$ cat config.mk
export PLATFORM = sky130hd
export DESIGN_NAME = async_rx_clock_data_recovery
export DESIGN_NICKNAME = d
export VERILOG_FILES = /design/src/include/rx_cdr_pkg.sv /design/src/core/async_rx_clock_data_recovery.sv /design/src/core/baud_tick_gen.sv /design/src/core/rx_frame_buf.sv
export VERILOG_INCLUDE_DIRS = /design/src /design/src/include
export SDC_FILE = /design/constraint.sdc
export NUM_CORES = 1
export LEC_CHECK = 0
export ABC_AREA = 1
export BUFFER_PORTS_ARGS = -buffer_cell sky130_fd_sc_hd__buf_2
export CORE_ASPECT_RATIO = 0.5
export CORE_MARGIN = 2
export CORE_UTILIZATION = 50
export DETAILED_ROUTE_END_ITERATION = 16
export PLACE_DENSITY_LB_ADDON = 0.12
export SETUP_SLACK_MARGIN = 0.05
export SYNTH_ARGS = -nofsm -noshare
export SYNTH_HDL_FRONTEND = slang
export SYNTH_SLANG_ARGS = --single-unit
$ cat constraint.sdc
create_clock -name pclk -period 6.6 [get_ports pclk]
set_input_delay 0.99 -clock pclk [delete_from_list [all_inputs] [get_ports pclk]]
set_output_delay 0.99 -clock pclk [all_outputs]
set_load 0.02 [all_outputs]
$ cat src/include/rx_cdr_regs.svh
// Offsets, field positions, reset values and counts of the receive front end.
// Assumes inclusion by bare name from the include folder.
`ifndef RX_CDR_REGS_SVH
`define RX_CDR_REGS_SVH
`define RX_CTRL_OFF        12'h000
`define RX_DIV_OFF         12'h004
`define RX_DATA_OFF        12'h008
`define RX_STAT_OFF        12'h00c
`define RX_IRQ_STAT_OFF    12'h010
`define RX_IRQ_EN_OFF      12'h014
`define RX_IRQ_CLR_OFF     12'h018
`define CTRL_ON_BIT        0
`define CTRL_DS_BIT        1
`define CTRL_PAR_BIT       2
`define CTRL_LEN_LSB       4
`define STAT_AVAIL_BIT     0
`define STAT_FERR_BIT      1
`define STAT_BUSY_BIT      2
`define IRQ_FRAME_BIT      0
`define IRQ_FERR_BIT       1
`define IRQ_NOISE_BIT      2
`define CTRL_RESET         32'h0000_0030
`define DIV_RESET          16'h000c
`define SAMPLES_NORMAL     5'd16
`define SAMPLES_DOUBLE     5'd8
`define VOTE_FIRST_NORMAL  5'd8
`define VOTE_FIRST_DOUBLE  5'd4
`define BUF_DEPTH_LOG2     1
`endif

$ cat src/include/rx_cdr_pkg.sv
// Types shared by the receive front end files.
// Assumes nothing beyond a SystemVerilog compiler.
package rx_cdr_pkg;
    typedef enum logic [1:0] {IDLE, START, BITS, STOP} rx_state_e;
    typedef logic [10:0] frame_word_t;
endpackage

$ cat src/core/async_rx_clock_data_recovery.sv
// Oversampling receive front end with APB registers and interrupt.
// Assumes an APB master on pclk and an asynchronous serial line in.
//
// Added by the designer: the register offsets and the APB interface to the registers.
`timescale 1ns/1ps
`include "rx_cdr_regs.svh"
module async_rx_clock_data_recovery
    import rx_cdr_pkg::*;
#(
    parameter int DIV_W = 16
) (
    // Clock and reset
    input  wire logic        pclk,
    input  wire logic        presetn,
    // APB slave
    input  wire logic        psel,
    input  wire logic        penable,
    input  wire logic        pwrite,
    input  wire logic [11:0] paddr,
    input  wire logic [31:0] pwdata,
    output logic      [31:0] prdata,
    output logic             pready,
    output logic             pslverr,
    // Serial line
    input  wire logic        serial_rx_line,
    // Interrupt
    output logic             irq
);
    // Registers
    logic [31:0]      ctrl_reg;
    logic [DIV_W-1:0] div_reg;
    logic [2:0]       irq_stat_reg;
    logic [2:0]       irq_en_reg;
    // Line synchroniser and history
    logic             sync1_reg;
    logic             sync2_reg;
    logic             prev_reg;
    // Receive machine
    rx_state_e        state_reg;
    logic [4:0]       samp_reg;
    logic [3:0]       bit_reg;
    logic [1:0]       votes_reg;
    frame_word_t      shift_reg;
    logic             frame_ev;
    logic             ferr_ev;
    logic             noise_ev;
    logic             tick;
    logic [11:0]      head;
    logic             buf_empty;
    logic             buf_full;

    // Control decode
    wire        receiver_on         = ctrl_reg[`CTRL_ON_BIT];
    wire        double_speed_select = ctrl_reg[`CTRL_DS_BIT];
    wire        parity_on           = ctrl_reg[`CTRL_PAR_BIT];
    wire [3:0]  char_len            = ctrl_reg[`CTRL_LEN_LSB +: 4];
    wire [4:0]  spb       = double_speed_select ? `SAMPLES_DOUBLE : `SAMPLES_NORMAL;
    wire [4:0]  vote_lo   = double_speed_select ? `VOTE_FIRST_DOUBLE : `VOTE_FIRST_NORMAL;
    wire [4:0]  vote_hi   = vote_lo + 5'd2;
    wire [3:0]  len_clip  = (char_len < 4'd5) ? 4'd5 : ((char_len > 4'd9) ? 4'd9 : char_len);
    wire [3:0]  data_bits = len_clip + {3'b000, parity_on}; // D = 5 to 10
    wire        in_vote   = (samp_reg >= vote_lo) && (samp_reg <= vote_hi);
    wire        line      = sync2_reg;
    wire        fall      = prev_reg && !line;
    wire        major     = (votes_reg + {1'b0, line}) >= 2'd2;
    wire        vote_done = tick && (samp_reg == vote_hi);
    wire        bit_end   = tick && (samp_reg == spb);
    wire [DIV_W-1:0] baud_divisor = div_reg;

    // APB decode
    wire        acc      = psel && penable;
    wire        wr       = acc && pwrite;
    wire        rd       = acc && !pwrite;
    wire        hit_ctrl = (paddr == `RX_CTRL_OFF);
    wire        hit_div  = (paddr == `RX_DIV_OFF);
    wire        hit_data = (paddr == `RX_DATA_OFF);
    wire        hit_stat = (paddr == `RX_STAT_OFF);
    wire        hit_ist  = (paddr == `RX_IRQ_STAT_OFF);
    wire        hit_ien  = (paddr == `RX_IRQ_EN_OFF);
    wire        hit_iclr = (paddr == `RX_IRQ_CLR_OFF);
    wire        mapped   = hit_ctrl || hit_div || hit_data || hit_stat || hit_ist || hit_ien
                           || hit_iclr;
    wire        pop      = rd && hit_data;
    wire [31:0] rd_mux   = hit_ctrl ? ctrl_reg :
                           hit_div  ? {{(32-DIV_W){1'b0}}, div_reg} :
                           hit_data ? {21'h000000, head[10:0]} :
                           hit_stat ? {29'h0, (state_reg != IDLE), head[11], !buf_empty} :
                           hit_ist  ? {29'h0, irq_stat_reg} :
                           hit_ien  ? {29'h0, irq_en_reg} : 32'h0000_0000;
    wire [2:0]  ev_vec   = {noise_ev, ferr_ev, frame_ev};
    wire [2:0]  clr_vec  = (wr && hit_iclr) ? pwdata[2:0] : 3'b000;

    baud_tick_gen #(.WIDTH(DIV_W)) u_tick (
        .pclk         (pclk),
        .presetn      (presetn),
        .run          (receiver_on),
        .baud_divisor (baud_divisor),
        .tick         (tick)
    );

    rx_frame_buf #(.WIDTH(12), .ALOG(`BUF_DEPTH_LOG2)) u_buf (
        .pclk    (pclk),
        .presetn (presetn),
        .flush   (!receiver_on),
        .wr_en   (frame_ev),
        .wr_data ({ferr_ev, shift_reg}),
        .rd_en   (pop),
        .rd_data (head),
        .empty   (buf_empty),
        .full    (buf_full)
    );

    // Line synchroniser
    always_ff @(posedge pclk or negedge presetn) begin
        if (!presetn) begin
            sync1_reg <= 1'b1;
            sync2_reg <= 1'b1;
        end else begin
            sync1_reg <= serial_rx_line;
            sync2_reg <= sync1_reg;
        end
    end

    // Edge history on sample ticks
    always_ff @(posedge pclk or negedge presetn) begin
        if (!presetn) begin
            prev_reg <= 1'b1;
        end else if (tick) begin
            prev_reg <= line;
        end
    end

    // Receive state machine
    always_ff @(posedge pclk or negedge presetn) begin
        if (!presetn) begin
            state_reg <= IDLE;
            samp_reg  <= 5'd0;
            bit_reg   <= 4'd0;
            votes_reg <= 2'd0;
            shift_reg <= '0;
            frame_ev  <= 1'b0;
            ferr_ev   <= 1'b0;
            noise_ev  <= 1'b0;
        end else begin
            frame_ev <= 1'b0;
            ferr_ev  <= 1'b0;
            noise_ev <= 1'b0;
            if (!receiver_on) begin
                state_reg <= IDLE;
                samp_reg  <= 5'd0;
            end else if (tick) begin
                if (in_vote && state_reg != IDLE) begin
                    votes_reg <= votes_reg + {1'b0, line};
                end
                samp_reg <= samp_reg + 5'd1;
                case (state_reg)
                    IDLE: begin
                        samp_reg  <= 5'd2;
                        votes_reg <= 2'd0;
                        if (fall) begin
                            state_reg <= START;
                        end else begin
                            samp_reg <= 5'd0;
                        end
                    end
                    START: begin
                        if (samp_reg == vote_hi) begin
                            if (major) begin
                                state_reg <= IDLE;
                                noise_ev  <= 1'b1;
                            end
                        end
                        if (samp_reg == spb) begin
                            state_reg <= BITS;
                            samp_reg  <= 5'd1;
                            bit_reg   <= 4'd0;
                            votes_reg <= 2'd0;
                        end
                    end
                    BITS: begin
                        if (vote_done) begin
                            shift_reg <= {major, shift_reg[10:1]};
                        end
                        if (bit_end) begin
                            samp_reg  <= 5'd1;
                            votes_reg <= 2'd0;
                            bit_reg   <= bit_reg + 4'd1;
                            if (bit_reg == data_bits - 4'd1) begin
                                state_reg <= STOP;
                            end
                        end
                    end
                    STOP: begin
                        if (vote_done) begin
                            state_reg <= IDLE;
                            samp_reg  <= 5'd0;
                            frame_ev  <= !buf_full;
                            ferr_ev   <= !major;
                            shift_reg <= shift_reg >> (4'd11 - data_bits);
                        end
                    end
                    default: begin
                        state_reg <= IDLE;
                    end
                endcase
            end
        end
    end

    // Software registers
    always_ff @(posedge pclk or negedge presetn) begin
        if (!presetn) begin
            ctrl_reg   <= `CTRL_RESET;
            div_reg    <= `DIV_RESET;
            irq_en_reg <= 3'b000;
        end else if (wr) begin
            if (hit_ctrl) ctrl_reg <= pwdata & 32'h0000_00f7;
            if (hit_div) div_reg <= pwdata[DIV_W-1:0];
            if (hit_ien) irq_en_reg <= pwdata[2:0];
        end
    end

    // Sticky events, set wins over clear
    always_ff @(posedge pclk or negedge presetn) begin
        if (!presetn) begin
            irq_stat_reg <= 3'b000;
            irq          <= 1'b0;
        end else begin
            irq_stat_reg <= (irq_stat_reg & ~clr_vec) | ev_vec;
            irq          <= |(((irq_stat_reg & ~clr_vec) | ev_vec) & irq_en_reg);
        end
    end

    // APB answer, zero wait states
    always_ff @(posedge pclk or negedge presetn) begin
        if (!presetn) begin
            prdata  <= 32'h0000_0000;
            pready  <= 1'b0;
            pslverr <= 1'b0;
        end else begin
            pready  <= psel && !penable;
            pslverr <= psel && !penable && !mapped;
            prdata  <= (psel && !penable && !pwrite) ? rd_mux : 32'h0000_0000;
        end
    end
endmodule

$ cat src/core/baud_tick_gen.sv
// Baud divider producing one-cycle oversampling ticks.
// Assumes a divisor held steady by the register file.
`timescale 1ns/1ps
module baud_tick_gen #(
    parameter int WIDTH = 16
) (
    // Clock and reset
    input  wire logic             pclk,
    input  wire logic             presetn,
    // Control
    input  wire logic             run,
    input  wire logic [WIDTH-1:0] baud_divisor,
    // Tick out
    output logic                  tick
);
    logic [WIDTH-1:0] count_reg;
    wire              at_end = (count_reg == '0);

    // Count down, reload on zero
    always_ff @(posedge pclk or negedge presetn) begin
        if (!presetn) begin
            count_reg <= '0;
            tick      <= 1'b0;
        end else begin
            count_reg <= (!run || at_end) ? baud_divisor : count_reg - 1'b1;
            tick      <= run && at_end;
        end
    end
endmodule

$ cat src/core/rx_frame_buf.sv
// Small frame memory with registered read data.
// Assumes the writer checks full and the reader checks empty.
`timescale 1ns/1ps
module rx_frame_buf #(
    parameter int WIDTH = 12,
    parameter int ALOG  = 1
) (
    // Clock and reset
    input  wire logic             pclk,
    input  wire logic             presetn,
    // Control
    input  wire logic             flush,
    // Write side
    input  wire logic             wr_en,
    input  wire logic [WIDTH-1:0] wr_data,
    // Read side
    input  wire logic             rd_en,
    output logic      [WIDTH-1:0] rd_data,
    output logic                  empty,
    output logic                  full
);
    logic [WIDTH-1:0] mem [2**ALOG];
    logic [ALOG:0]    wp_reg;
    logic [ALOG:0]    rp_reg;
    logic [ALOG:0]    rp_next;
    logic [ALOG:0]    wp_next;
    wire              do_rd = rd_en && !empty;
    wire              do_wr = wr_en && !full;
    // Write into the slot about to be shown bypasses the memory
    wire              fwd   = do_wr && (wp_reg[ALOG-1:0] == rp_next[ALOG-1:0]);
    wire              will_empty = (wp_next == rp_next);

    assign rp_next = do_rd ? rp_reg + 1'b1 : rp_reg;
    assign wp_next = do_wr ? wp_reg + 1'b1 : wp_reg;
    assign empty   = (wp_reg == rp_reg);
    assign full    = (wp_reg[ALOG-1:0] == rp_reg[ALOG-1:0]) && (wp_reg[ALOG] != rp_reg[ALOG]);

    // Storage, no reset needed
    always_ff @(posedge pclk) begin
        if (wr_en && !full) begin
            mem[wp_reg[ALOG-1:0]] <= wr_data;
        end
    end

    // Pointers and registered head word
    always_ff @(posedge pclk or negedge presetn) begin
        if (!presetn) begin
            wp_reg  <= '0;
            rp_reg  <= '0;
            rd_data <= '0;
        end else if (flush) begin
            wp_reg  <= '0;
            rp_reg  <= '0;
            rd_data <= '0;
        end else begin
            wp_reg  <= wp_next;
            rp_reg  <= rp_next;
            // Head reads zero when empty, never an unwritten slot
            rd_data <= will_empty ? '0 : (fwd ? wr_data : mem[rp_next[ALOG-1:0]]);
        end
    end
endmodule

* After elaboration in Yosys (flattened, before gate mapping) *
Memory sizes are Yosys's and may differ from the RTL's.
Cells that the tools add are included.

cells by class
  div/mod/pow operators = 0
  multiplexer cells = 62
  eq/ne operators = 28
  reductions and logical operators = 47
  shift-type cells = 1
  add/sub/neg operators = 10
  order comparisons = 5
  bitwise operators = 4
  multiply operators = 0

operator list
  cell                                                                  count
  16-bit 2-to-1 mux                                                     4
  12-bit by 5-bit == test with 1-bit output, second input constant      3
  12-bit 2-to-1 mux                                                     3
  2-bit 2-to-1 mux                                                      17
  11-bit 2-to-1 mux                                                     3
  5-bit 2-to-1 mux                                                      6
  12-bit by 4-bit == test with 1-bit output, second input constant      2
  11-bit case mux with 2 select lines                                   1
  4-bit 2-to-1 mux                                                      5
  5-bit case mux with 4 select lines                                    1
  1-bit logical AND                                                     18
  16-bit zero test                                                      1
  16-bit by 1-bit subtractor with 16-bit output, second input constant  1
  1-bit 2-to-1 mux                                                      15
  12-bit by 3-bit == test with 1-bit output, second input constant      1
  12-bit zero test                                                      1
  3-bit 2-to-1 mux                                                      4
  3-bit inequality test, second input constant                          4
  11-bit by 4-bit right shift with 11-bit output                        1
  5-bit == test                                                         2
  5-bit AND reduction                                                   2
  1-bit zero test                                                       8
  2-bit inequality test, second input constant                          4
  4-bit inequality test, second input constant                          2
  other kinds (32)                                                      48

word-level totals
  bits in latches = 0
  logic and storage cells = 182
  memories kept = 1
  register bits after elaboration = 111
  bits of input ports = 50
  output and inout bits = 35
  memory bits (read-only) = 0
  RAM bits = 24

memories
  memory     words  width  rd ports  clocked after memory_dff  write ports  RTL line            RTL
  u_buf.mem  2      12     1         0                         1            rx_frame_buf.sv:22  logic [WIDTH-1:0] mem [2**ALOG];

* Logic depth before layout (Yosys ltp) *
Gate-level depths: netlist of the first run.

  depth in word-level cells = 11
  mapped depth = 17
  mapped depth without buffers = 16

* Modules after synthesis *
Synthesis of the first run repeated with hierarchy kept, for this count alone.

unflattened totals
  cells, all modules = 887
  area, all modules = 7339.5 µm²

by module, submodules not included
  module                        instances  cells an instance  sequential area each (µm²)  area an instance (µm²)
  async_rx_clock_data_recovery  1          575                1960.6                      4494.3
  rx_frame_buf                  1          153                1121.1                      1709.1
  baud_tick_gen                 1          159                425.4                       1136.1

* Worst setup path after synthesis of the first run *
Ideal clock, no wire load.

  kind = register -> register
  start point = reg ctrl_reg[5]
  end point = reg shift_reg[3]
  period minus slack after synthesis = 3.097 ns
  buffers on the path = 1
  setup slack = 3.503 ns
  required time = 6.517 ns
  cell stages (with the launch flop) = 18
  arrival = 3.015 ns
  setup time = 0.083 ns
  path through = dfstp_2 -> inv_1 -> nor3_1 -> o21bai_1 -> ha_1 -> ha_1 -> or2_2 -> nand2_1 -> inv_1 -> buf_2 -> ha_1 -> nor2_1 -> inv_1 -> nor2_1 -> o21ai_0 -> a21oi_1 -> o31ai_1 -> o21ai_0

on the way
  cells in the longest elaborated chain, start to end = 8
  elaborated cells on any way between the ends = 9
  those cells by class = add/sub (2); order compare (2); shift (1); mux (4)

ends and longest elaborated chain
  what                                                RTL line                             RTL
  from (decl)                                         async_rx_clock_data_recovery.sv:30   logic [31:0] ctrl_reg;
  from (signal assigned)                              async_rx_clock_data_recovery.sv:213  ctrl_reg <= `CTRL_RESET;
  from (signal assigned)                              async_rx_clock_data_recovery.sv:217  if (hit_ctrl) ctrl_reg <= pwdata & 32'h0000_00f7;
  4-bit > comparator                                  async_rx_clock_data_recovery.sv:60   wire [3:0] len_clip = (char_len < 4'd5) ? 4'd5 : ((char_len > 4'd9) ? 4'd9 : char_len);
  4-bit 2-to-1 mux                                    async_rx_clock_data_recovery.sv:60
  4-bit 2-to-1 mux (*)                                async_rx_clock_data_recovery.sv:60
  4-bit by 1-bit adder with 4-bit output (*)          async_rx_clock_data_recovery.sv:61   wire [3:0] data_bits = len_clip + {3'b000, parity_on};
  4-bit subtractor (*)                                async_rx_clock_data_recovery.sv:199  shift_reg <= shift_reg >> (4'd11 - data_bits);
  11-bit by 4-bit right shift with 11-bit output (*)  async_rx_clock_data_recovery.sv:199
  11-bit 2-to-1 mux (*)                               async_rx_clock_data_recovery.sv:194  if (vote_done) begin
  11-bit case mux with 2 select lines (*)             async_rx_clock_data_recovery.sv:156  case (state_reg)
  to (signal assigned)                                async_rx_clock_data_recovery.sv:182  shift_reg <= {major, shift_reg[10:1]};
  to (signal assigned)                                async_rx_clock_data_recovery.sv:199
  to (decl)                                           async_rx_clock_data_recovery.sv:43   frame_word_t shift_reg;

Every way passes the cells marked *; elsewhere a longest branch is shown, timed or not. The select of a mux whose other input is x is not followed.
A chain may end at the register's enable or synchronous reset.

* Final worst setup path of the first run *
Same ends and word-level chain as after synthesis.

==> results of run 1 <==
-- report_power, final --
part,switching (mW),internal [mW]
registers,0.000912,0.848
clock network,0.382,0.698
logic,0.0355,0.0114
-- layer usage --
metal | track usage (%) | vias to the layer above | share of wire (%)
li1 | - | 2843 | -
met1 | 32.2 | 2710 | 50
met2 | 34.9 | 159 | 44
met3 | 5.78 | 15 | 5.9
met4 | 5.65 | 0 | 0.76
met5 | 0 | - | 0
-- placed cells by master (no fill, tap or decap), types with 2 or more instances in the layout --
cell type and instances:
sky130_fd_sc_hd__inv_6 2, sky130_fd_sc_hd__inv_1 97, sky130_fd_sc_hd__o221ai_1 2, sky130_fd_sc_hd__nand4_1 4, sky130_fd_sc_hd__a211oi_1 6, sky130_fd_sc_hd__nor4_1 2, sky130_fd_sc_hd__nor2_1 86, sky130_fd_sc_hd__clkbuf_16 18
sky130_fd_sc_hd__o21ai_1 4, sky130_fd_sc_hd__ha_1 19, sky130_fd_sc_hd__conb_1 16, sky130_fd_sc_hd__nand2_4 2, sky130_fd_sc_hd__nor3_1 15, sky130_fd_sc_hd__buf_4 3, sky130_fd_sc_hd__dfrtp_1 104, sky130_fd_sc_hd__o211ai_1 3
sky130_fd_sc_hd__nand2_2 9, sky130_fd_sc_hd__a22oi_1 6, sky130_fd_sc_hd__a21oi_1 27, sky130_fd_sc_hd__o22ai_1 4, sky130_fd_sc_hd__or2_2 7, sky130_fd_sc_hd__nor2_2 3, sky130_fd_sc_hd__mux2_1 2, sky130_fd_sc_hd__clkinv_4 4
sky130_fd_sc_hd__xor2_1 16, sky130_fd_sc_hd__nand2_1 195, sky130_fd_sc_hd__inv_2 4, sky130_fd_sc_hd__o21ai_0 80, sky130_fd_sc_hd__nand3_1 62, sky130_fd_sc_hd__a31oi_1 2, sky130_fd_sc_hd__o31ai_1 3, sky130_fd_sc_hd__buf_2 51
sky130_fd_sc_hd__bufinv_16 5, sky130_fd_sc_hd__dfstp_2 7, sky130_fd_sc_hd__xnor2_1 7, sky130_fd_sc_hd__edfxtp_1 24, sky130_fd_sc_hd__o221a_2 2
-- worst paths after layout --
kind,from,endpoint,slack [ns]
min,sync1_reg,line,0.36
max,ctrl_reg[5],shift_reg[3],2.94
max reg2reg,ctrl_reg[5],shift_reg[3],2.94
min in group asynchronous,presetn,shift_reg[10],0.53
min reg2reg,sync1_reg,line,0.36
max in group asynchronous,presetn,pslverr,4.77
-- cells in the mapped netlist (all sizes together), types with 7 or more instances --
library cell	n	area, um^2
xnor2	7	61.3
dfstp	7	184
nand2	206	811
nor2	90	353
clkbuf	8	30.0
a21oi	27	135
buf	33	220
o21ai	84	420
nand3	63	320
ha	19	238
inv	101	379
or2	9	56.3
dfrtp	104	2600
nor3	15	75.1
xor2	16	140
edfxtp	24	721
-- final cells by class --
cell class	instances	area (um^2)	share of cell area [%]
clock inverter	13	216	2.68
sequential	135	3510	43.5
inverter	101	379	4.70
timing repair buffer	54	278	3.44
clock buffer	19	454	5.63
multi-input combinational	594	2990	37.1
tap	192	240	2.98
-- metrics by stage --
| step | std cells | hold WS (ns) | total power [mW] | cell area (um^2) | setup WS, ns |
|---|---|---|---|---|---|
| 2_1_floorplan | 871 | 0.345 | 0.890 | 7130 | 3.50 |
| 3_3_place_gp | 1076 | 0.346 | 0.912 | 7400 | 3.06 |
| 3_5_place_dp | 1076 | 0.358 | 0.912 | 7400 | 3.02 |
| 4_1_cts | 1108 | 0.367 | 1.99 | 8070 | 3.00 |
| 5_1_grt | 1108 | 0.373 | 2.03 | 8070 | 2.73 |
| 6_report | 1108 | 0.364 | 1.98 | 8070 | 2.94 |
-- cell families (layout without fill, tap and decap cells) --
kind of cell | after synthesis | count (layout) | share of synthesized area (%)
other | 1 | 16 | 0.0530
multiplexers | 3 | 3 | 0.460
AND/OR/NAND/NOR | 391 | 391 | 23.6
buffers and inverters | 142 | 187 | 8.90
adder cells (fa/ha/maj) | 19 | 19 | 3.36
flip-flops | 135 | 135 | 49.6
XOR/XNOR | 23 | 23 | 2.85
AO/OA/AOI/OAI | 142 | 142 | 11.2
==> flow_summary.html, run 1 <==
<table>
<tr><th>Metric</th><th>Value</th></tr>
<tr><th colspan="2">Critical path</th></tr>
<tr><td>Worst Setup Start Kind</td><td>register</td></tr>
<tr><td>Worst-case reg-to-reg path depth</td><td>16</td></tr>
<tr><td>Data arrival at the endpoint of the critical path</td><td>4.00 ns</td></tr>
<tr><td>Critical path's top delay family</td><td>simple AND/OR/NAND/NOR gates</td></tr>
<tr><td>Number of buffer and inverter stages on the critical path</td><td>3</td></tr>
<tr><td>Slowest stage cell, crit path</td><td>sky130_fd_sc_hd__dfstp_2</td></tr>
<tr><td>Delay of the slowest cell on the worst path</td><td>0.55 ns</td></tr>
<tr><td>Endpoint class of the critical path</td><td>register</td></tr>
<tr><td>Highest fanout seen on the critical path</td><td>11</td></tr>
<tr><td>Cell-by-cell trace of the critical path</td><td>inv_1, nor3_1, o21bai_1, ha_1, ha_1, or2_2, nand2_1, inv_1, ha_1, nor2_1, inv_1, nor2_1, o21ai_0, a21oi_1, o31ai_1, o21ai_0</td></tr>
<tr><td>Data required time of the worst path</td><td>6.94 ns</td></tr>
<tr><td>Cell depth of the worst setup path</td><td>16</td></tr>
<tr><td>Crit path kind</td><td>reg2reg</td></tr>
<tr><th colspan="2">STA</th></tr>
<tr><td>Max Slew Vio Count</td><td>0</td></tr>
<tr><td>Achievable clock frequency</td><td>0.274 GHz</td></tr>
<tr><td>Setup repair after global routing missed its margin</td><td>false</td></tr>
<tr><td>Total Neg Setup Slack</td><td>0 ns</td></tr>
<tr><td>Worst Tran Pin Value</td><td>0.977 ns</td></tr>
<tr><td>Post-route clock skew</td><td>0.0103 ns</td></tr>
<tr><td>Normalized max-slew margin</td><td>34.7%</td></tr>
<tr><td>Minimum clock period</td><td>3.66 ns</td></tr>
<tr><td>Final Cycle Share</td><td>55.4%</td></tr>
<tr><td>Final Hold Fails</td><td>0</td></tr>
<tr><td>Setup-failing EPs final</td><td>0</td></tr>
<tr><th colspan="2">GRT</th></tr>
<tr><td>Via count of the first global-routing pass</td><td>5338</td></tr>
<tr><td>Overall routing resource usage</td><td>22.6%</td></tr>
<tr><td>Initial antenna violation count</td><td>0</td></tr>
<tr><td>Global-route wire length before repair</td><td>26200 um</td></tr>
<tr><td>Largest net degree at the start of global routing</td><td>75</td></tr>
<tr><td>Total congestion overflow after global routing</td><td>0</td></tr>
<tr><th colspan="2">Routing</th></tr>
<tr><td>Post-route antenna net violation count</td><td>0</td></tr>
<tr><td>First-pass iteration count of the detailed router</td><td>5</td></tr>
<tr><td>Total via count after detailed routing</td><td>5727</td></tr>
<tr><td>Total length of routed wires</td><td>15800 um</td></tr>
<tr><td>DRC Markers</td><td>0</td></tr>
<tr><td>DR iter-0 viols</td><td>420</td></tr>
<tr><td>Mean number of vias per cell</td><td>5.17</td></tr>
<tr><td>WL/cell</td><td>14.2 um</td></tr>
<tr><th colspan="2">Placed design</th></tr>
<tr><td>Final RePlAce weighted congestion</td><td>0.935</td></tr>
<tr><td>DP HPWL</td><td>11200 um</td></tr>
<tr><td>Buffers on Ports</td><td>52</td></tr>
<tr><th colspan="2">Die</th></tr>
<tr><td>Number of cell rows</td><td>30</td></tr>
<tr><td>Overall die height</td><td>88.1 um</td></tr>
<tr><td>IO Count</td><td>85</td></tr>
<tr><td>Effective utilization at floorplan</td><td>51.8%</td></tr>
<tr><td>Die area</td><td>0.0152 mm^2</td></tr>
<tr><td>Die Wd</td><td>172 um</td></tr>
<tr><td>Core Region</td><td>0.0137 mm^2</td></tr>
<tr><th colspan="2">Synthesis</th></tr>
<tr><td>Avg Cell Area, Syn</td><td>8.26 um^2</td></tr>
<tr><td>Main flop type after synthesis</td><td>sky130_fd_sc_hd__dfrtp_1</td></tr>
<tr><td>Seq/Total Area, Yosys</td><td>49.6%</td></tr>
<tr><td>Async SR Flop Fraction</td><td>82.2%</td></tr>
<tr><td>Number of warnings reported in the yosys synthesis log</td><td>0</td></tr>
<tr><td>Seq cells post-synth</td><td>135</td></tr>
<tr><td>Post-synth EDFFs</td><td>24</td></tr>
<tr><td>Syn Std Cell Area</td><td>0.00707 mm^2</td></tr>
<tr><td>Number of unique standard cell types used by synthesis</td><td>45</td></tr>
<tr><td>Post-synthesis cell count</td><td>856</td></tr>
<tr><th colspan="2">Cells and area</th></tr>
<tr><td>Count of inserted antenna diode cells</td><td>0</td></tr>
<tr><td>Final net count</td><td>972</td></tr>
<tr><td>Share of cells above drive strength 1</td><td>13.2%</td></tr>
<tr><td>FILL cells</td><td>1210</td></tr>
<tr><td>Core Util, Final</td><td>59.0%</td></tr>
<tr><td>Area added between synthesis and finish</td><td>14.1%</td></tr>
<tr><td>Number of flip-flops in the largest register</td><td>24</td></tr>
<tr><th colspan="2">Pwr</th></tr>
<tr><td>Largest vdd supply drop</td><td>0.000173 V</td></tr>
<tr><td>PwrDens</td><td>245 mW/mm^2</td></tr>
<tr><td>Leakage power</td><td>3.90 nW</td></tr>
<tr><th colspan="2">CTS</th></tr>
<tr><td>H-tree depth</td><td>4</td></tr>
<tr><td>CTS max path bufs</td><td>2</td></tr>
<tr><td>Root Buffer</td><td>sky130_fd_sc_hd__clkbuf_16</td></tr>
<tr><td>Clock-pin transition on the worst setup and hold timing paths</td><td>0.06 ns</td></tr>
<tr><td>Inserted Clock Buffers</td><td>17</td></tr>
<tr><td>Clock latency at the later pin of the worst-skew pair</td><td>0.42 ns</td></tr>
<tr><td>Clock tree from TritonCTS</td><td>yes</td></tr>
<tr><td>TritonCTS Sinks</td><td>135</td></tr>
<tr><td>Number of gates given a new drive strength after cts</td><td>0</td></tr>
<tr><td>Total setup buffers inserted after CTS</td><td>0</td></tr>
<tr><td>Hold_buf cts</td><td>0</td></tr>
<tr><th colspan="2">Hold path</th></tr>
<tr><td>Worst hold path depth</td><td>0</td></tr>
<tr><td>Worst min-delay path category</td><td>reg2reg</td></tr>
<tr><th colspan="2">Job</th></tr>
<tr><td>Number of max-capacitance violations reported</td><td>0</td></tr>
<tr><th colspan="2">Run status</th></tr>
<tr><td>Outcome</td><td>finished, final reports clean</td></tr>
</table>
Note: power is estimated with default switching activity, not from simulation.
==> run 2: changes to the inputs <==
- clock period: 6.6 -> 3.3 ns (I/O delays scaled with it)
==> flow_summary.html, run 2 (synthesized netlist as in run 1, its figures left out) <==
<table>
<tr><th>Metric</th><th>Value</th></tr>
<tr><th colspan="2">STA</th></tr>
<tr><td>Minimum clock period</td><td>2.97 ns (-0.684 ns)</td></tr>
<tr><td>Max Slew Vio Count</td><td>0 (unchanged)</td></tr>
<tr><td>Worst hold margin</td><td>0.172 ns (-0.192 ns)</td></tr>
<tr><td>Achievable clock frequency</td><td>0.337 GHz (+23%)</td></tr>
<tr><td>Setup-failing EPs final</td><td>0 (unchanged)</td></tr>
<tr><td>Final Hold Fails</td><td>0 (unchanged)</td></tr>
<tr><td>Final Cycle Share</td><td>90.0% (+35 points)</td></tr>
<tr><td>Total Neg Setup Slack</td><td>0 ns (unchanged)</td></tr>
<tr><td>Post-route clock skew</td><td>0.0139 ns (+0.00359 ns)</td></tr>
<tr><td>Worst Setup Slack, final</td><td>0.329 ns (-2.62 ns)</td></tr>
<tr><td>Setup repair after global routing missed its margin</td><td>false</td></tr>
<tr><td>Worst Tran Pin Value</td><td>0.608 ns (-0.369 ns)</td></tr>
<tr><td>Normalized max-slew margin</td><td>59.4% (+25 points)</td></tr>
<tr><th colspan="2">Cells and area</th></tr>
<tr><td>Count of inserted antenna diode cells</td><td>0 (unchanged)</td></tr>
<tr><td>Share of cells above drive strength 1</td><td>14.5% (+1.2 points)</td></tr>
<tr><td>Core Util, Final</td><td>59.6% (+0.52 points)</td></tr>
<tr><td>Number of flip-flops in the largest register</td><td>24 (unchanged)</td></tr>
<tr><td>Filler-free cell count of the finished design</td><td>1119 (+0.99%)</td></tr>
<tr><td>Area added between synthesis and finish</td><td>15.1%</td></tr>
<tr><td>Highest-count cells in the layout ignoring fill and taps</td><td>195 x sky130_fd_sc_hd__nand2_1, 104 x sky130_fd_sc_hd__dfrtp_1, 97 x sky130_fd_sc_hd__inv_1</td></tr>
<tr><td>Final net count</td><td>983 (+1.1%)</td></tr>
<tr><td>Leading cell type in the layout, fill and taps excluded</td><td>sky130_fd_sc_hd__nand2_1</td></tr>
<tr><th colspan="2">Critical path</th></tr>
<tr><td>Worst Setup Start Kind</td><td>register</td></tr>
<tr><td>Cell-by-cell trace of the critical path</td><td>inv_1, nor3_2, o21bai_1, ha_1, ha_1, or2_2, nand2_1, inv_1, ha_4, nor2_1, inv_1, nor2_2, o21ai_0, a21oi_1, o31ai_1, o21ai_0</td></tr>
<tr><td>Endpoint class of the critical path</td><td>register</td></tr>
<tr><td>Highest fanout seen on the critical path</td><td>6 (-5)</td></tr>
<tr><td>Data required time of the worst path</td><td>3.59 ns (-3.35 ns)</td></tr>
<tr><td>Data arrival at the endpoint of the critical path</td><td>3.26 ns (-0.74 ns)</td></tr>
<tr><td>Slowest stage cell, crit path</td><td>sky130_fd_sc_hd__dfstp_2</td></tr>
<tr><td>Crit path kind</td><td>reg2reg</td></tr>
<tr><td>Most used cell, CP</td><td>sky130_fd_sc_hd__inv_1</td></tr>
<tr><td>Delay of the slowest cell on the worst path</td><td>0.55 ns (about the same)</td></tr>
<tr><th colspan="2">Pwr</th></tr>
<tr><td>Clock network fraction of total power</td><td>52.8% (-1.9 points)</td></tr>
<tr><td>Share of power burned in registers</td><td>44.7% (+1.7 points)</td></tr>
<tr><td>Sw Pwr</td><td>0.839 mW (+100%)</td></tr>
<tr><td>Largest vdd supply drop</td><td>0.000366 V (+110%)</td></tr>
<tr><td>PwrDens</td><td>467 mW/mm^2 (+91%)</td></tr>
<tr><td>Leakage power</td><td>3.92 nW (+0.58%)</td></tr>
<tr><td>Sw Share</td><td>22.1% (+0.90 points)</td></tr>
<tr><td>Part of the total power dissipated in combinational logic</td><td>2.6% (+0.2 points)</td></tr>
<tr><td>P_int</td><td>2.96 mW (+90%)</td></tr>
<tr><th colspan="2">Routing</th></tr>
<tr><td>First-pass iteration count of the detailed router</td><td>7 (+2)</td></tr>
<tr><td>Post-route antenna net violation count</td><td>0 (unchanged)</td></tr>
<tr><td>Mean number of vias per cell</td><td>5.19 (+0.47%)</td></tr>
<tr><td>Total length of routed wires</td><td>16400 um (+4.1%)</td></tr>
<tr><td>Total via count after detailed routing</td><td>5811 (+1.5%)</td></tr>
<tr><td>DR iter-0 viols</td><td>461 (+9.8%)</td></tr>
<tr><td>DRC Markers</td><td>0 (unchanged)</td></tr>
<tr><td>WL/cell</td><td>14.7 um (+3.0%)</td></tr>
<tr><th colspan="2">Placed design</th></tr>
<tr><td>DP HPWL</td><td>11500 um (+2.6%)</td></tr>
<tr><td>Worst slack, placed</td><td>0.181 ns (-2.84 ns)</td></tr>
<tr><td>Buffers on Ports</td><td>52 (unchanged)</td></tr>
<tr><td>Post-Place Cells</td><td>1086 (+0.93%)</td></tr>
<tr><td>Final RePlAce weighted congestion</td><td>0.916 (-2.0%)</td></tr>
<tr><th colspan="2">CTS</th></tr>
<tr><td>Clock latency at the later pin of the worst-skew pair</td><td>0.43 ns (about the same)</td></tr>
<tr><td>CTS max path bufs</td><td>2 (unchanged)</td></tr>
<tr><td>Inserted Clock Buffers</td><td>17 (unchanged)</td></tr>
<tr><td>Clock tree from TritonCTS</td><td>yes</td></tr>
<tr><td>TritonCTS Sinks</td><td>135 (unchanged)</td></tr>
<tr><td>Root Buffer</td><td>sky130_fd_sc_hd__clkbuf_16</td></tr>
<tr><td>H-tree depth</td><td>4 (unchanged)</td></tr>
<tr><td>Clock-pin transition on the worst setup and hold timing paths</td><td>0.06 ns (about the same)</td></tr>
<tr><th colspan="2">GRT</th></tr>
<tr><td>Via count of the first global-routing pass</td><td>5574 (+4.4%)</td></tr>
<tr><td>Initial antenna violation count</td><td>0 (unchanged)</td></tr>
<tr><td>Overall routing resource usage</td><td>23.6% (+0.99 points)</td></tr>
<tr><td>Largest net degree at the start of global routing</td><td>96 (+28%)</td></tr>
<tr><td>Global-route wire length before repair</td><td>27400 um (+4.5%)</td></tr>
<tr><td>Total congestion overflow after global routing</td><td>0 (unchanged)</td></tr>
<tr><th colspan="2">Die</th></tr>
<tr><td>Effective utilization at floorplan</td><td>51.8% (unchanged)</td></tr>
<tr><td>Die area</td><td>0.0152 mm^2 (unchanged)</td></tr>
<tr><td>Core Region</td><td>0.0137 mm^2 (unchanged)</td></tr>
<tr><td>IO Count</td><td>85 (unchanged)</td></tr>
<tr><td>Number of cell rows</td><td>30 (unchanged)</td></tr>
<tr><td>Die Wd</td><td>172 um (unchanged)</td></tr>
<tr><td>Overall die height</td><td>88.1 um (unchanged)</td></tr>
<tr><th colspan="2">Run status</th></tr>
<tr><td>Outcome</td><td>finished, final reports clean</td></tr>
<tr><th colspan="2">Hold path</th></tr>
<tr><td>Worst min-delay path category</td><td>in2reg</td></tr>
<tr><th colspan="2">Job</th></tr>
<tr><td>Number of max-capacitance violations reported</td><td>0 (unchanged)</td></tr>
</table>
## run 2: cell types whose count changed in the layout (fill, tap and decap cells not counted), sizes merged
cell and change:
buf +10, bufinv -2, clkinvlp +3, dlygate4sd3 +1, inv -1
## run 2: stage by stage
step,power [mW],area (um^2)
4_1_cts,3.84,8120
5_1_grt,3.93,8140
2_1_floorplan,1.78,7130
6_report,3.80,8140
3_5_place_dp,1.83,7480
3_3_place_gp,1.83,7480
## run 2: final cells by class
cell class                      count  area, um^2
Inverter                          101         379
Clock inverter                     13         170
Sequential cell                   135        3510
Clock buffer                       19         454
Fill cell                        1198        5530
Tap cell                          192         240
Timing Repair Buffer               65         375
Multi-Input combinational cell    594        3010
## run 2: layer usage
layer,wire length [um],global-route usage (%),vias up
met2,7420,37.8,180
met5,0,0,-
li1,-,-,2876
met1,7830,33.0,2742
met3,1050,5.51,13
met4,119,5.65,0
## run 2: worst paths after layout
kind / start / to / slack, ns / cells after the start
worst max-delay path: ctrl_reg[5] / shift_reg[3] / 0.33 / 16
worst min-delay path: serial_rx_line / sync1_reg / 0.17 / 1
worst max register to register: ctrl_reg[5] / shift_reg[3] / 0.33 / 16
worst min register to register: sync1_reg / line / 0.36 / 0
max in group asynchronous: presetn / baud_divisor[2] / 2.03 / 3
min in group asynchronous: presetn / shift_reg[6] / 0.49 / 2
## run 2: power groups by stage
stage                     Combinational (mW)  Clock (mW)  Sequential [mW]
after floorplan                       0.0505           0             1.73
after global placement                0.0984           0             1.73
after detailed placement              0.0992           0             1.73
after CTS                              0.101        2.04             1.70
after global routing                   0.112        2.12             1.70
final                                 0.0982        2.01             1.70
## run 2: worst max-delay path, delay by kind of cell, from the launching register on
family,cells,cell delay [ns]
DFF,1,0.55
and+or+nand+nor,5,0.72
adders and majority gates,3,0.71
AOI/OAI and AO/OA,5,0.54
buffers and inverters,3,0.31
## run 2: what timing repair did
item,in CTS,in global routing
hold buffers,1,0
hold endpoints to repair,13,0
gates resized for setup,0,3
endpoints found under the setup margin,0,6
setup buffers,0,0
==> run 3: changes to the inputs <==
- SLEW_MARGIN: default -> 20
- clock period: 3.3 -> 3.8 ns (I/O delays scaled with it)
==> flow_summary.html, run 3 (synthesized netlist as in run 1, its figures left out) <==
<table>
<tr><th>Metric</th><th>Value</th></tr>
<tr><th colspan="2">Run status</th></tr>
<tr><td>Outcome</td><td>finished, final reports clean</td></tr>
<tr><th colspan="2">STA</th></tr>
<tr><td>Minimum clock period</td><td>3.39 ns (+0.414 ns)</td></tr>
<tr><td>Total Neg Setup Slack</td><td>0 ns (unchanged)</td></tr>
<tr><td>Worst Setup Slack, final</td><td>0.415 ns (+0.0855 ns)</td></tr>
<tr><td>Setup repair after global routing missed its margin</td><td>false</td></tr>
<tr><td>Achievable clock frequency</td><td>0.295 GHz (-12%)</td></tr>
<tr><td>Max Slew Vio Count</td><td>0 (unchanged)</td></tr>
<tr><td>Setup-failing EPs final</td><td>0 (unchanged)</td></tr>
<tr><td>Worst Tran Pin Value</td><td>0.913 ns (+0.304 ns)</td></tr>
<tr><td>Final Hold Fails</td><td>0 (unchanged)</td></tr>
<tr><td>Worst hold margin</td><td>0.246 ns (+0.0739 ns)</td></tr>
<tr><td>Normalized max-slew margin</td><td>39.2% (-20 points)</td></tr>
<tr><td>Final Cycle Share</td><td>89.1% (-0.94 points)</td></tr>
<tr><td>Post-route clock skew</td><td>0.0123 ns (-0.00160 ns)</td></tr>
<tr><th colspan="2">Die</th></tr>
<tr><td>Die Wd</td><td>172 um (unchanged)</td></tr>
<tr><td>IO Count</td><td>85 (unchanged)</td></tr>
<tr><td>Die area</td><td>0.0152 mm^2 (unchanged)</td></tr>
<tr><td>Core Region</td><td>0.0137 mm^2 (unchanged)</td></tr>
<tr><td>Overall die height</td><td>88.1 um (unchanged)</td></tr>
<tr><td>Number of cell rows</td><td>30 (unchanged)</td></tr>
<tr><td>Effective utilization at floorplan</td><td>51.8% (unchanged)</td></tr>
<tr><th colspan="2">CTS</th></tr>
<tr><td>Inserted Clock Buffers</td><td>17 (unchanged)</td></tr>
<tr><td>CTS max path bufs</td><td>2 (unchanged)</td></tr>
<tr><td>Clock-pin transition on the worst setup and hold timing paths</td><td>0.06 ns (about the same)</td></tr>
<tr><td>Clock tree from TritonCTS</td><td>yes</td></tr>
<tr><td>Clock latency at the later pin of the worst-skew pair</td><td>0.42 ns (about the same)</td></tr>
<tr><td>Hold_buf cts</td><td>0 (-1)</td></tr>
<tr><td>Total setup buffers inserted after CTS</td><td>0 (unchanged)</td></tr>
<tr><td>Root Buffer</td><td>sky130_fd_sc_hd__clkbuf_16</td></tr>
<tr><td>TritonCTS Sinks</td><td>135 (unchanged)</td></tr>
<tr><td>H-tree depth</td><td>4 (unchanged)</td></tr>
<tr><td>Number of gates given a new drive strength after cts</td><td>0 (unchanged)</td></tr>
<tr><th colspan="2">Critical path</th></tr>
<tr><td>Worst Setup Start Kind</td><td>register</td></tr>
<tr><td>Highest fanout seen on the critical path</td><td>7 (+1)</td></tr>
<tr><td>Data arrival at the endpoint of the critical path</td><td>3.72 ns (+0.46 ns)</td></tr>
<tr><td>Worst-case reg-to-reg path depth</td><td>16 (unchanged)</td></tr>
<tr><td>Data required time of the worst path</td><td>4.14 ns (+0.55 ns)</td></tr>
<tr><td>Endpoint class of the critical path</td><td>register</td></tr>
<tr><td>Crit path kind</td><td>reg2reg</td></tr>
<tr><th colspan="2">Pwr</th></tr>
<tr><td>Post-layout power</td><td>3.37 mW (-11%)</td></tr>
<tr><td>Largest vdd supply drop</td><td>0.000320 V (-13%)</td></tr>
<tr><td>Leakage power</td><td>3.92 nW (-0.13%)</td></tr>
<tr><td>PwrDens</td><td>416 mW/mm^2 (-11%)</td></tr>
<tr><th colspan="2">Placed design</th></tr>
<tr><td>Post-DP Area</td><td>0.00744 mm^2 (-0.60%)</td></tr>
<tr><td>Buffers on Ports</td><td>52 (unchanged)</td></tr>
<tr><td>Post-Place Cells</td><td>1080 (-0.55%)</td></tr>
<tr><td>DP HPWL</td><td>11300 um (-1.9%)</td></tr>
<tr><td>Worst slack, placed</td><td>0.451 ns (+0.270 ns)</td></tr>
<tr><td>Final RePlAce weighted congestion</td><td>0.901 (-1.7%)</td></tr>
<tr><th colspan="2">Cells and area</th></tr>
<tr><td>Area added between synthesis and finish</td><td>14.3%</td></tr>
<tr><td>Core Util, Final</td><td>59.2% (-0.38 points)</td></tr>
<tr><td>Area of all placed cells without fillers</td><td>0.00809 mm^2 (-0.65%)</td></tr>
<tr><td>Number of flip-flops in the largest register</td><td>24 (unchanged)</td></tr>
<tr><td>Count of inserted antenna diode cells</td><td>0 (unchanged)</td></tr>
<tr><td>Leading cell type in the layout, fill and taps excluded</td><td>sky130_fd_sc_hd__nand2_1</td></tr>
<tr><td>Filler-free cell count of the finished design</td><td>1112 (-0.63%)</td></tr>
<tr><td>Share of cells above drive strength 1</td><td>13.6% (-0.87 points)</td></tr>
<tr><td>Final net count</td><td>976 (-0.71%)</td></tr>
<tr><td>Highest-count cells in the layout ignoring fill and taps</td><td>195 x sky130_fd_sc_hd__nand2_1, 104 x sky130_fd_sc_hd__dfrtp_1, 97 x sky130_fd_sc_hd__inv_1</td></tr>
<tr><td>FILL cells</td><td>1242 (+3.7%)</td></tr>
<tr><th colspan="2">GRT</th></tr>
<tr><td>Total congestion overflow after global routing</td><td>0 (unchanged)</td></tr>
<tr><td>Initial antenna violation count</td><td>0 (unchanged)</td></tr>
<tr><td>Overall routing resource usage</td><td>22.8% (-0.80 points)</td></tr>
<tr><td>Largest net degree at the start of global routing</td><td>70 (-27%)</td></tr>
<tr><td>Global-route wire length before repair</td><td>26500 um (-3.3%)</td></tr>
<tr><td>Via count of the first global-routing pass</td><td>5432 (-2.5%)</td></tr>
<tr><th colspan="2">Routing</th></tr>
<tr><td>Post-route antenna net violation count</td><td>0 (unchanged)</td></tr>
<tr><td>Mean number of vias per cell</td><td>5.19 (about the same)</td></tr>
<tr><td>WL/cell</td><td>14.3 um (-2.8%)</td></tr>
<tr><td>First-pass iteration count of the detailed router</td><td>5 (-2)</td></tr>
<tr><td>DRC Markers</td><td>0 (unchanged)</td></tr>
<tr><td>DR iter-0 viols</td><td>443 (-3.9%)</td></tr>
<tr><td>Total length of routed wires</td><td>15900 um (-3.4%)</td></tr>
<tr><td>Total via count after detailed routing</td><td>5770 (-0.71%)</td></tr>
<tr><th colspan="2">Hold path</th></tr>
<tr><td>Worst min-delay path category</td><td>in2reg</td></tr>
<tr><td>Worst hold path depth</td><td>1 (unchanged)</td></tr>
<tr><th colspan="2">Job</th></tr>
<tr><td>Number of max-capacitance violations reported</td><td>0 (unchanged)</td></tr>
</table>
-- run 3: metal layers --
| layer | vias up | GRT usage, % | part of all wire (%) |
|---|---|---|---|
| met2 | 143 | 35.1 | 43 |
| li1 | 2857 | - | - |
| met1 | 2749 | 33.1 | 51 |
| met4 | 0 | 5.88 | 1.1 |
| met5 | - | 0 | 0 |
| met3 | 21 | 4.79 | 5.0 |
-- run 3: path summary, 6_finish.rpt --
path                                start              end  slack, ns
setup / recovery              ctrl_reg[5]     shift_reg[3]       0.41
hold / removal             serial_rx_line        sync1_reg       0.25
setup reg to reg              ctrl_reg[5]     shift_reg[3]       0.41
hold reg to reg                 sync1_reg             line       0.36
max in group asynchronous         presetn  baud_divisor[2]       2.71
min in group asynchronous         presetn     shift_reg[6]       0.27
-- run 3: cell type report --
| type | count | area (um^2) | share of cell area (%) |
|---|---|---|---|
| flip-flops and latches | 135 | 3510 | 43.4 |
| clock inverters | 13 | 193 | 2.38 |
| inverters | 101 | 379 | 4.69 |
| multi-input cells | 594 | 2990 | 37.0 |
| repair buffers | 58 | 320 | 3.96 |
| well taps | 192 | 240 | 2.97 |
| clock buffers | 19 | 454 | 5.62 |
-- run 3: worst max-delay path, cell delays in order, from the launching register on --
cell	delay, ns
sky130_fd_sc_hd__dfstp_2	0.55
sky130_fd_sc_hd__inv_1	0.05
sky130_fd_sc_hd__nor3_1	0.26
sky130_fd_sc_hd__o21bai_1	0.10
sky130_fd_sc_hd__ha_1	0.20
sky130_fd_sc_hd__ha_1	0.19
sky130_fd_sc_hd__or2_2	0.27
sky130_fd_sc_hd__nand2_1	0.26
sky130_fd_sc_hd__inv_1	0.10
sky130_fd_sc_hd__ha_1	0.38
sky130_fd_sc_hd__nor2_1	0.15
sky130_fd_sc_hd__inv_1	0.11
sky130_fd_sc_hd__nor2_1	0.26
sky130_fd_sc_hd__o21ai_0	0.15
sky130_fd_sc_hd__a21oi_1	0.14
sky130_fd_sc_hd__o31ai_1	0.07
sky130_fd_sc_hd__o21ai_0	0.07
-- run 3: where the power goes --
part,switching [mW],internal [mW]
registers,0.00146,1.47
logic,0.0629,0.0219
clock network,0.662,1.15
